**config.mk**
```make
export PLATFORM = sky130hd
export DESIGN_NAME = tsc_sinc_backend
export DESIGN_NICKNAME = d
export VERILOG_FILES = /design/src/hw/tsc_pkg.sv /design/src/hw/tsc_fifo.sv /design/src/hw/tsc_sinc_backend.sv
export SDC_FILE = /design/constraint.sdc
export NUM_CORES = 2
export LEC_CHECK = 0
export BUFFER_PORTS_ARGS = -buffer_cell sky130_fd_sc_hd__buf_2
export CORE_UTILIZATION = 55
export DETAILED_ROUTE_END_ITERATION = 10
export PLACE_DENSITY = 0.71
export SLEW_MARGIN = 0
export SYNTH_ARGS = -nofsm -noshare
export SYNTH_HDL_FRONTEND = slang
export SYNTH_SLANG_ARGS = --single-unit
```
**constraint.sdc**
```tcl
create_clock -name clk -period 7 [get_ports clk]
set_input_delay 1.4 -clock clk [delete_from_list [all_inputs] [get_ports clk]]
set_output_delay 1.4 -clock clk [all_outputs]
set_load 0.01 [all_outputs]
```
**src/hw/tsc_pkg.sv**
```systemverilog
package tsc_pkg;

    // ----------------------------------------------------------------
    // sample carrier
    // ----------------------------------------------------------------
    typedef struct packed {
        logic signed [11:0] iPart;
        logic signed [11:0] qPart;
    } tsc_iq_sample_t;

    localparam int SAMPLE_W = 12;
    localparam int FIFO_DEPTH = 16;

    // ----------------------------------------------------------------
    // rates and latency, in system sample clock cycles
    // ----------------------------------------------------------------
    localparam int CLK_PERIOD_NS = 40;
    localparam int MCLK_DIV = 4;
    localparam int IQ_DIV = 4;
    localparam int LAT_BYPASS_CYC = 119;
    localparam int FILT_EXTRA_CYC = 2;
    localparam int SETTLE_MAX_CYC = 176;
    localparam int HOP_FILT_MAX_CYC = 234;
    localparam int HOP_BYP_MAX_CYC = 232;
    // pop, scale and sum stages stand ahead of the delay line
    localparam int PIPE_FRONT_CYC = 3;
    localparam int DLY_LEN = LAT_BYPASS_CYC - PIPE_FRONT_CYC;
    localparam int FIR_TAPS = 5;
    localparam int DLY_TOT = DLY_LEN + FIR_TAPS - 1;
    localparam logic [7:0] HOP_BYP_CYC = 8'(LAT_BYPASS_CYC);
    localparam logic [7:0] HOP_FILT_CYC =
        8'(LAT_BYPASS_CYC + FILT_EXTRA_CYC);

    // ----------------------------------------------------------------
    // gains: 181/256 is about -3 dB; taps sum to 54/64, about -1.5 dB
    // ----------------------------------------------------------------
    localparam logic signed [8:0] SCALE_NUM = 9'sh0b5;
    localparam int SCALE_SHIFT = 8;
    localparam logic signed [7:0] FIR_C0 = 8'sh01;
    localparam logic signed [7:0] FIR_C1 = 8'shfb;
    localparam logic signed [7:0] FIR_C2 = 8'sh3e;
    localparam int FIR_SHIFT = 6;
    localparam logic signed [11:0] SAT_MAX = 12'sh7ff;
    localparam logic signed [11:0] SAT_MIN = 12'sh800;

    // ----------------------------------------------------------------
    // pin synchroniser layout
    // ----------------------------------------------------------------
    localparam int PIN_W = 4;
    localparam int PIN_FILT = 2;
    localparam int PIN_TONE = 3;
    localparam logic [PIN_W-1:0] PIN_RST = 4'h0;

endpackage

```
**src/hw/tsc_fifo.sv**
```systemverilog
`timescale 1ns/1ns
module tsc_fifo #(
    parameter int WIDTH = 24,
    parameter int DEPTH = 16
) (
    // clock and reset
    input wire logic clk,
    input wire logic rst_b,
    // fill side
    input wire logic [WIDTH-1:0] wrData,
    input wire logic wrValid,
    output logic wrReady,
    // drain side
    output logic [WIDTH-1:0] rdData,
    output logic rdValid,
    input wire logic rdReady
);
    localparam int AW = $clog2(DEPTH);
    localparam int CW = $clog2(DEPTH + 1);

    logic [WIDTH-1:0] mem [DEPTH];
    logic [AW-1:0] wrPtr_q, wrPtr_d, rdPtr_q, rdPtr_d;
    logic [CW-1:0] count_q, count_d;
    logic notFull_q, notFull_d;
    logic push, pop;

    always_comb
    begin
        push = wrValid && notFull_q;
        pop = rdReady && (count_q != '0);
        wrPtr_d = wrPtr_q;
        rdPtr_d = rdPtr_q;
        if (push)
            wrPtr_d = (wrPtr_q == AW'(DEPTH - 1)) ? '0 : wrPtr_q + 1'b1;
        if (pop)
            rdPtr_d = (rdPtr_q == AW'(DEPTH - 1)) ? '0 : rdPtr_q + 1'b1;
        count_d = count_q + CW'(push) - CW'(pop);
        notFull_d = (count_d != CW'(DEPTH));
    end

    always_ff @(posedge clk)
    begin
        if (!rst_b)
        begin
            wrPtr_q <= '0;
            rdPtr_q <= '0;
            count_q <= '0;
            notFull_q <= 1'b0;
        end
        else
        begin
            wrPtr_q <= wrPtr_d;
            rdPtr_q <= rdPtr_d;
            count_q <= count_d;
            notFull_q <= notFull_d;
        end
    end

    always_ff @(posedge clk)
    begin
        if (push)
            mem[wrPtr_q] <= wrData;
    end

    assign wrReady = notFull_q;
    assign rdData = mem[rdPtr_q];
    assign rdValid = (count_q != '0);

endmodule // tsc_fifo

```
**src/hw/tsc_sinc_backend.sv**
```systemverilog
`timescale 1ns/1ns
module tsc_sinc_backend (
    // clock and reset
    input wire logic clk,
    input wire logic rst_b,
    // modulated samples from upstream
    input wire tsc_pkg::tsc_iq_sample_t inSample,
    input wire logic inValid,
    output logic inReady,
    // DAC side
    input wire logic drainReady,
    output logic signed [11:0] dacWord,
    output logic filterActive,
    // asynchronous mode pins
    input wire logic [1:0] profileSel,
    input wire logic droopCompEnable,
    input wire logic toneMode,
    // profile and rate strobes to upstream
    output logic [1:0] activeProfile,
    output logic hopDone,
    output logic mclkTick,
    output logic iqTick
);
    import tsc_pkg::*;

    function automatic logic signed [11:0] sat12(
        input logic signed [22:0] v);
        if (v > 23'sh0007ff)
            sat12 = SAT_MAX;
        else if (v < 23'sh7ff800)
            sat12 = SAT_MIN;
        else
            sat12 = v[11:0];
    endfunction

    // ----------------------------------------------------------------
    // pin synchronisers
    // ----------------------------------------------------------------
    logic [PIN_W-1:0] pinRaw, s1_q, s2_q, s3_q, pinLvl_q, pinLvl_d;
    assign pinRaw = {toneMode, droopCompEnable, profileSel};

    for (genvar g = 0; g < PIN_W; g++)
    begin : g_sync
        always_comb
        begin
            pinLvl_d[g] = (s2_q[g] == s3_q[g]) ? s3_q[g] : pinLvl_q[g];
        end
        always_ff @(posedge clk)
        begin
            if (!rst_b)
            begin
                s1_q[g] <= PIN_RST[g];
                s2_q[g] <= PIN_RST[g];
                s3_q[g] <= PIN_RST[g];
                pinLvl_q[g] <= PIN_RST[g];
            end
            else
            begin
                s1_q[g] <= pinRaw[g];
                s2_q[g] <= s1_q[g];
                s3_q[g] <= s2_q[g];
                pinLvl_q[g] <= pinLvl_d[g];
            end
        end
    end

    // ----------------------------------------------------------------
    // rate strobes
    // ----------------------------------------------------------------
    logic [3:0] divCnt_q, divCnt_d;
    logic mclkTick_q, mclkTick_d, iqTick_q, iqTick_d;

    always_comb
    begin
        divCnt_d = divCnt_q + 4'h1;
        mclkTick_d = (divCnt_q[1:0] == 2'(MCLK_DIV - 1));
        iqTick_d = (divCnt_q == 4'(MCLK_DIV * IQ_DIV - 1));
    end

    always_ff @(posedge clk)
    begin
        if (!rst_b)
        begin
            divCnt_q <= 4'h0;
            mclkTick_q <= 1'b0;
            iqTick_q <= 1'b0;
        end
        else
        begin
            divCnt_q <= divCnt_d;
            mclkTick_q <= mclkTick_d;
            iqTick_q <= iqTick_d;
        end
    end

    // ----------------------------------------------------------------
    // input buffer
    // ----------------------------------------------------------------
    tsc_iq_sample_t fifoData, smp;
    logic fifoValid, advance;

    assign advance = drainReady;

    tsc_fifo #(
        .WIDTH($bits(tsc_iq_sample_t)),
        .DEPTH(FIFO_DEPTH)
    ) u_fifo (
        .clk(clk),
        .rst_b(rst_b),
        .wrData(inSample),
        .wrValid(inValid),
        .wrReady(inReady),
        .rdData(fifoData),
        .rdValid(fifoValid),
        .rdReady(advance)
    );

    // ----------------------------------------------------------------
    // datapath: scale, combine, delay, compensate
    // ----------------------------------------------------------------
    logic signed [11:0] sI_q, sI_d, sQ_q, sQ_d, sum_q, sum_d;
    logic signed [11:0] dacWord_q, dacWord_d;
    logic signed [11:0] dly_q [DLY_TOT];
    logic signed [11:0] dly_d [DLY_TOT];
    logic signed [20:0] prodI, prodQ, firP0, firP1;
    logic signed [19:0] firP2;
    logic signed [22:0] firAcc, accSh;
    logic signed [11:0] firSat;
    logic filtSel_q, filtSel_d, passRaw;

    always_comb
    begin
        smp = fifoValid ? fifoData : '0;
        passRaw = pinLvl_q[PIN_TONE] && !filtSel_q;
        prodI = smp.iPart * SCALE_NUM;
        prodQ = smp.qPart * SCALE_NUM;
        sI_d = sI_q;
        sQ_d = sQ_q;
        sum_d = sum_q;
        filtSel_d = filtSel_q;
        dacWord_d = dacWord_q;
        for (int k = 0; k < DLY_TOT; k++)
            dly_d[k] = dly_q[k];
        // symmetric taps share one multiply per pair
        firP0 = (13'(dly_q[DLY_LEN-1]) + 13'(dly_q[DLY_LEN+3])) * FIR_C0;
        firP1 = (13'(dly_q[DLY_LEN]) + 13'(dly_q[DLY_LEN+2])) * FIR_C1;
        firP2 = dly_q[DLY_LEN+1] * FIR_C2;
        firAcc = 23'(firP0) + 23'(firP1) + 23'(firP2);
        accSh = firAcc >>> FIR_SHIFT;
        firSat = sat12(accSh);
        if (advance)
        begin
            if (passRaw)
            begin
                sI_d = smp.iPart;
                sQ_d = smp.qPart;
            end
            else
            begin
                sI_d = prodI[SCALE_SHIFT+11:SCALE_SHIFT];
                sQ_d = prodQ[SCALE_SHIFT+11:SCALE_SHIFT];
            end
            sum_d = sat12(23'(sI_q) - 23'(sQ_q));
            dly_d[0] = sum_q;
            for (int k = 1; k < DLY_TOT; k++)
                dly_d[k] = dly_q[k-1];
            // centre tap trails the newest by two samples
            dacWord_d = filtSel_q ? firSat : dly_q[DLY_LEN-1];
            filtSel_d = pinLvl_q[PIN_FILT];
        end
    end

    always_ff @(posedge clk)
    begin
        if (!rst_b)
        begin
            sI_q <= '0;
            sQ_q <= '0;
            sum_q <= '0;
            dacWord_q <= '0;
            filtSel_q <= 1'b0;
            for (int k = 0; k < DLY_TOT; k++)
                dly_q[k] <= '0;
        end
        else
        begin
            sI_q <= sI_d;
            sQ_q <= sQ_d;
            sum_q <= sum_d;
            dacWord_q <= dacWord_d;
            filtSel_q <= filtSel_d;
            for (int k = 0; k < DLY_TOT; k++)
                dly_q[k] <= dly_d[k];
        end
    end

    // ----------------------------------------------------------------
    // profile hop tracking
    // ----------------------------------------------------------------
    logic [1:0] activeProfile_q, activeProfile_d;
    logic [7:0] hopCnt_q, hopCnt_d;
    logic hopDone_q, hopDone_d;

    always_comb
    begin
        activeProfile_d = activeProfile_q;
        hopCnt_d = (hopCnt_q != 8'h00) ? hopCnt_q - 8'h01 : 8'h00;
        hopDone_d = (hopCnt_q == 8'h01);
        if (pinLvl_q[1:0] != activeProfile_q)
        begin
            activeProfile_d = pinLvl_q[1:0];
            // new tone reaches the DAC after one pipeline transit
            hopCnt_d = filtSel_q ? HOP_FILT_CYC : HOP_BYP_CYC;
            hopDone_d = 1'b0;
        end
    end

    always_ff @(posedge clk)
    begin
        if (!rst_b)
        begin
            activeProfile_q <= 2'h0;
            hopCnt_q <= 8'h00;
            hopDone_q <= 1'b0;
        end
        else
        begin
            activeProfile_q <= activeProfile_d;
            hopCnt_q <= hopCnt_d;
            hopDone_q <= hopDone_d;
        end
    end

    assign dacWord = dacWord_q;
    assign filterActive = filtSel_q;
    assign activeProfile = activeProfile_q;
    assign hopDone = hopDone_q;
    assign mclkTick = mclkTick_q;
    assign iqTick = iqTick_q;

    // ----------------------------------------------------------------
    // checks
    // ----------------------------------------------------------------
    logic [7:0] runCnt_q;
    logic filtPrev_q;
    always_ff @(posedge clk)
    begin
        filtPrev_q <= filtSel_q;
        if (!rst_b || !advance || filtSel_q != filtPrev_q)
            runCnt_q <= 8'h00;
        else if (runCnt_q != 8'hff)
            runCnt_q <= runCnt_q + 8'h01;
    end
endmodule // tsc_sinc_backend

```
==> run_results.csv <==
group,metric,value,unit
cts,clkLatencyLatePin,0.80,ns
sta,finalSetupTns,-2.06,ns
floorplan,dieArea,0.142,mm^2
critical_path,criticalPathCategory,"reg -> reg",
critical_path,ff2ff_setup_slack,-0.20,ns
cts,cts_max_level,4,
cells_and_area,drive_gt1_frac,0.0986,
cts,cts_buffer_depth,3,
cts,numCtsBuffers,192,
run,cap_violations,0,
critical_path,worst_ep_required_time,7.70,ns
route,initialDrtViolationCount,2709,
floorplan,row_count,137,
sta,report.final.slew_viol_count,0,
global_routing,grt_pass1_vias,43639,
critical_path,startpoint_type,"flip-flop",
cells_and_area,postLayoutCellArea,0.0865,mm^2
synthesis,yosysTopAreaCellShare,0.398,
floorplan,die_w,377,um
sta,fin_crit,7.20,ns
outcome,status,"complete, but fails checks",
cts,clock-sinks,1924,
place,hpwl,75.9,mm
global_routing,antenna_found_initial,5,
synthesis,synth-edff-count,384,
critical_path,crit_fanout,5,
synthesis,synth_seq_cells,1924,
critical_path,slowest_delay,0.51,ns
synthesis,syn_nets,7048,
synthesis,async_reset_ff_frac,0,
cts,cts_hold_buffers,0,
power_and_ir_drop,irDropWorstVdd,818,uV
synthesis,synthesis.area,0.0775,mm^2
place,io_buffers,50,
place,postPlaceCellArea,0.0797,mm^2
floorplan,start_util,0.554,
floorplan,ios,51,
worst_hold_path,hold_path_class,"reg -> reg",
power_and_ir_drop,p_per_area,392,mW/mm^2
sta,skew,0.0272,ns
sta,finalSetupViolCount,12,
sta,min_period_over_period,1.03,
route,wl_per_cell,15.0,um
critical_path,setup.worst_path.end_class,"flip-flop",
synthesis,synth_top_family_by_area,"multiplexers",
route,ant_nets,0,
power_and_ir_drop,p_leak,0.0369,uW
sta,hold_violations,0,
sta,grt_setup_unrepaired,"true",
route,drt-total-wl,130,mm
route,vias,44963,
floorplan,core,0.140,mm^2
outcome,failed_checks,"setup timing",
synthesis,yosys_warnings,0,
synthesis,synthCells,6641,
synthesis,synth_area_per_cell,11.7,um^2
synthesis,synthTopCellsByArea,"dfxtp_1, mux2i_1, edfxtp_1",
global_routing,grt_max_degree,253,
route,drc,0,
synthesis,synth_ff_type,"dfxtp_1",
sta,fin_ws,-0.202,ns
synthesis,yosys.area_share.simple,0.0892,
global_routing,gr-total-overflow,0,
critical_path,crit_path_frequent_cell,"fa_1",
cells_and_area,nets,7025,
global_routing,grt_pass1_wl,215,mm
sta,fmax,139,MHz
place,gp_congestion,0.823,
sta,worstMarginPinSlew,1.15,ns
synthesis,synthXorXnorAreaFrac,0.0101,
synthesis,synth_fa_ha_area_frac,0.0768,
synthesis,synthMuxAreaShare,0.223,
sta,slew-limit-headroom,0.235,
critical_path,critPathSlowestCell,"fa_1",
synthesis,synth_seq_area_share,0.547,
cts,clk_pin_slew_worst_paths,0.06,ns
floorplan,die_height,377,um
synthesis,synth_top_area_cell,"dfxtp_1",
synthesis,synth_compound_area_frac,0.0223,
global_routing,grt_use_total,0.182,
route,via_per_inst,5.20,
synthesis,synthDistinctLibCells,82,
cells_and_area,syn_to_final_growth,11.7,%
cts,clockRootBuffer,"clkbuf_16",
route,first_pass_iters,5,
critical_path,cp.arrival,7.91,ns
cts,cts_tree,"built",
==> cells in the final DEF (no fill, tap or decap), types with 18 or more instances in the layout <==
master / netlist / routed
buf_2: 12 / 49
nand2_1: 76 / 76
ha_1: 222 / 211
clkbuf_16: 0 / 194
edfxtp_1: 384 / 384
xor2_1: 38 / 37
fa_1: 153 / 152
and2_1: 45 / 45
inv_1: 267 / 256
nand3_1: 19 / 18
clkbuf_8: 0 / 35
mux4_2: 110 / 110
nor2_1: 1516 / 1504
mux2i_1: 1458 / 1458
xnor2_1: 51 / 49
dfxtp_1: 1540 / 1530
clkbuf_1: 268 / 52
clkinv_2: 0 / 25
buf_4: 1 / 100
nor3_1: 24 / 19
o21ai_0: 68 / 53
a21oi_1: 88 / 78
==> cells in the mapped netlist, drive strengths merged (4+ instances only) <==
cell type	n
mux2i	1458
nand2	76
inv	268
a21o	17
o21bai	10
clkbuf	268
or2	4
nand2b	9
a31oi	12
maj3	11
edfxtp	384
a21oi	90
ha	222
dfxtp	1540
a211oi	8
o211ai	6
a21boi	4
nor2	1516
nor2b	12
and3	7
nand3	19
xor2	38
mux4	115
o21ai	69
and2	45
o211a	4
fa	153
buf	118
xnor2	51
o221ai	9
nor3	24
or3	8
o31ai	7
==> layout make-up <==
class / instances / area, um^2
repair buffers: 168 / 1360
flip-flops and latches: 1924 / 42400
multi-input cells: 4064 / 33000
diodes: 3 / 7.51
clock buffers: 283 / 5540
inverters: 268 / 1020
well taps: 1876 / 2350
fillers: 10953 / 53200
clock inverters: 67 / 857
==> final timing paths <==
path / to / start / cells past startpoint
max: dacWord[8] / dly_q[1][640] / 32
max reg2reg: dacWord[8] / dly_q[1][640] / 32
min: s2_q[2] / s1_q[2] / 1
min reg2reg: s2_q[2] / s1_q[2] / 1
==> through the flow <==
step / setup slack, ns / power, uW / instances / hold slack [ns] / utilization
final: -0.202 / 33900 / 8653 / 0.443 / 0.619
after global routing: -0.466 / 36200 / 8651 / 0.463 / 0.619
after CTS: -0.238 / 34200 / 8647 / 0.449 / 0.618
after detailed placement: -0.494 / 23800 / 8280 / 0.429 / 0.571
after global placement: -0.296 / 23500 / 8280 / 0.429 / 0.571
after floorplan: 0.0174 / 21400 / 6641 / 0.412 / -
==> power breakdown <==
group | total, uW | internal [uW] | switching (uW)
combinational | 12000 | 5390 | 6630
clock | 10200 | 5990 | 4210
sequential | 11700 | 11500 | 165
total | 33900 | 22900 | 11000
==> worst max-delay path, delay by kind of cell, from the launching register on <==
family / cells / cell delay, ns
buffers and inverters: 7 / 0.55
AND/OR/NAND/NOR: 3 / 0.44
AO/OA/AOI/OAI: 12 / 1.88
adder cells (fa/ha/maj): 9 / 3.83
XOR/XNOR: 1 / 0.09
flip-flops: 1 / 0.36
==> kinds of logic after synthesis <==
group	count (synthesis)
DFF	1924
and+or+nand+nor	1743
muxes	1576
buffers and inverters	654
adders and majority gates	386
AOI/OAI and AO/OA	269
xor gates and xnor gates	89
==> timing repair <==
item,CTS,global route
cloned,1,1
gates resized for setup,45,21
pin swaps,57,21
setup endpoints to repair,12,12
setup buffers,16,2
==> state kept, by name, indices dropped and copies added (netlist names), 4 cells and up, named ones only <==
| register | flops |
|---|---|
| s2_q | 4 |
| sum_q | 12 |
| hopCnt_q | 8 |
| s1_q | 4 |
| dly_q | 1440 |
| sI_q | 12 |
| pinLvl_q | 4 |
| u_fifo.count_q | 5 |
| u_fifo.rdPtr_q | 4 |
| s3_q | 4 |
| dacWord | 12 |
| u_fifo.mem | 384 |
| u_fifo.wrPtr_q | 4 |
| sQ_q | 12 |
| divCnt_q | 4 |
==> metal layers <==
metal	GRT usage	routed length (um)
met5	0	23
met4	0.0603	3150
met3	0.0370	5790
met2	0.295	59700
met1	0.245	61600
Power figures use the tool's default switching activity.
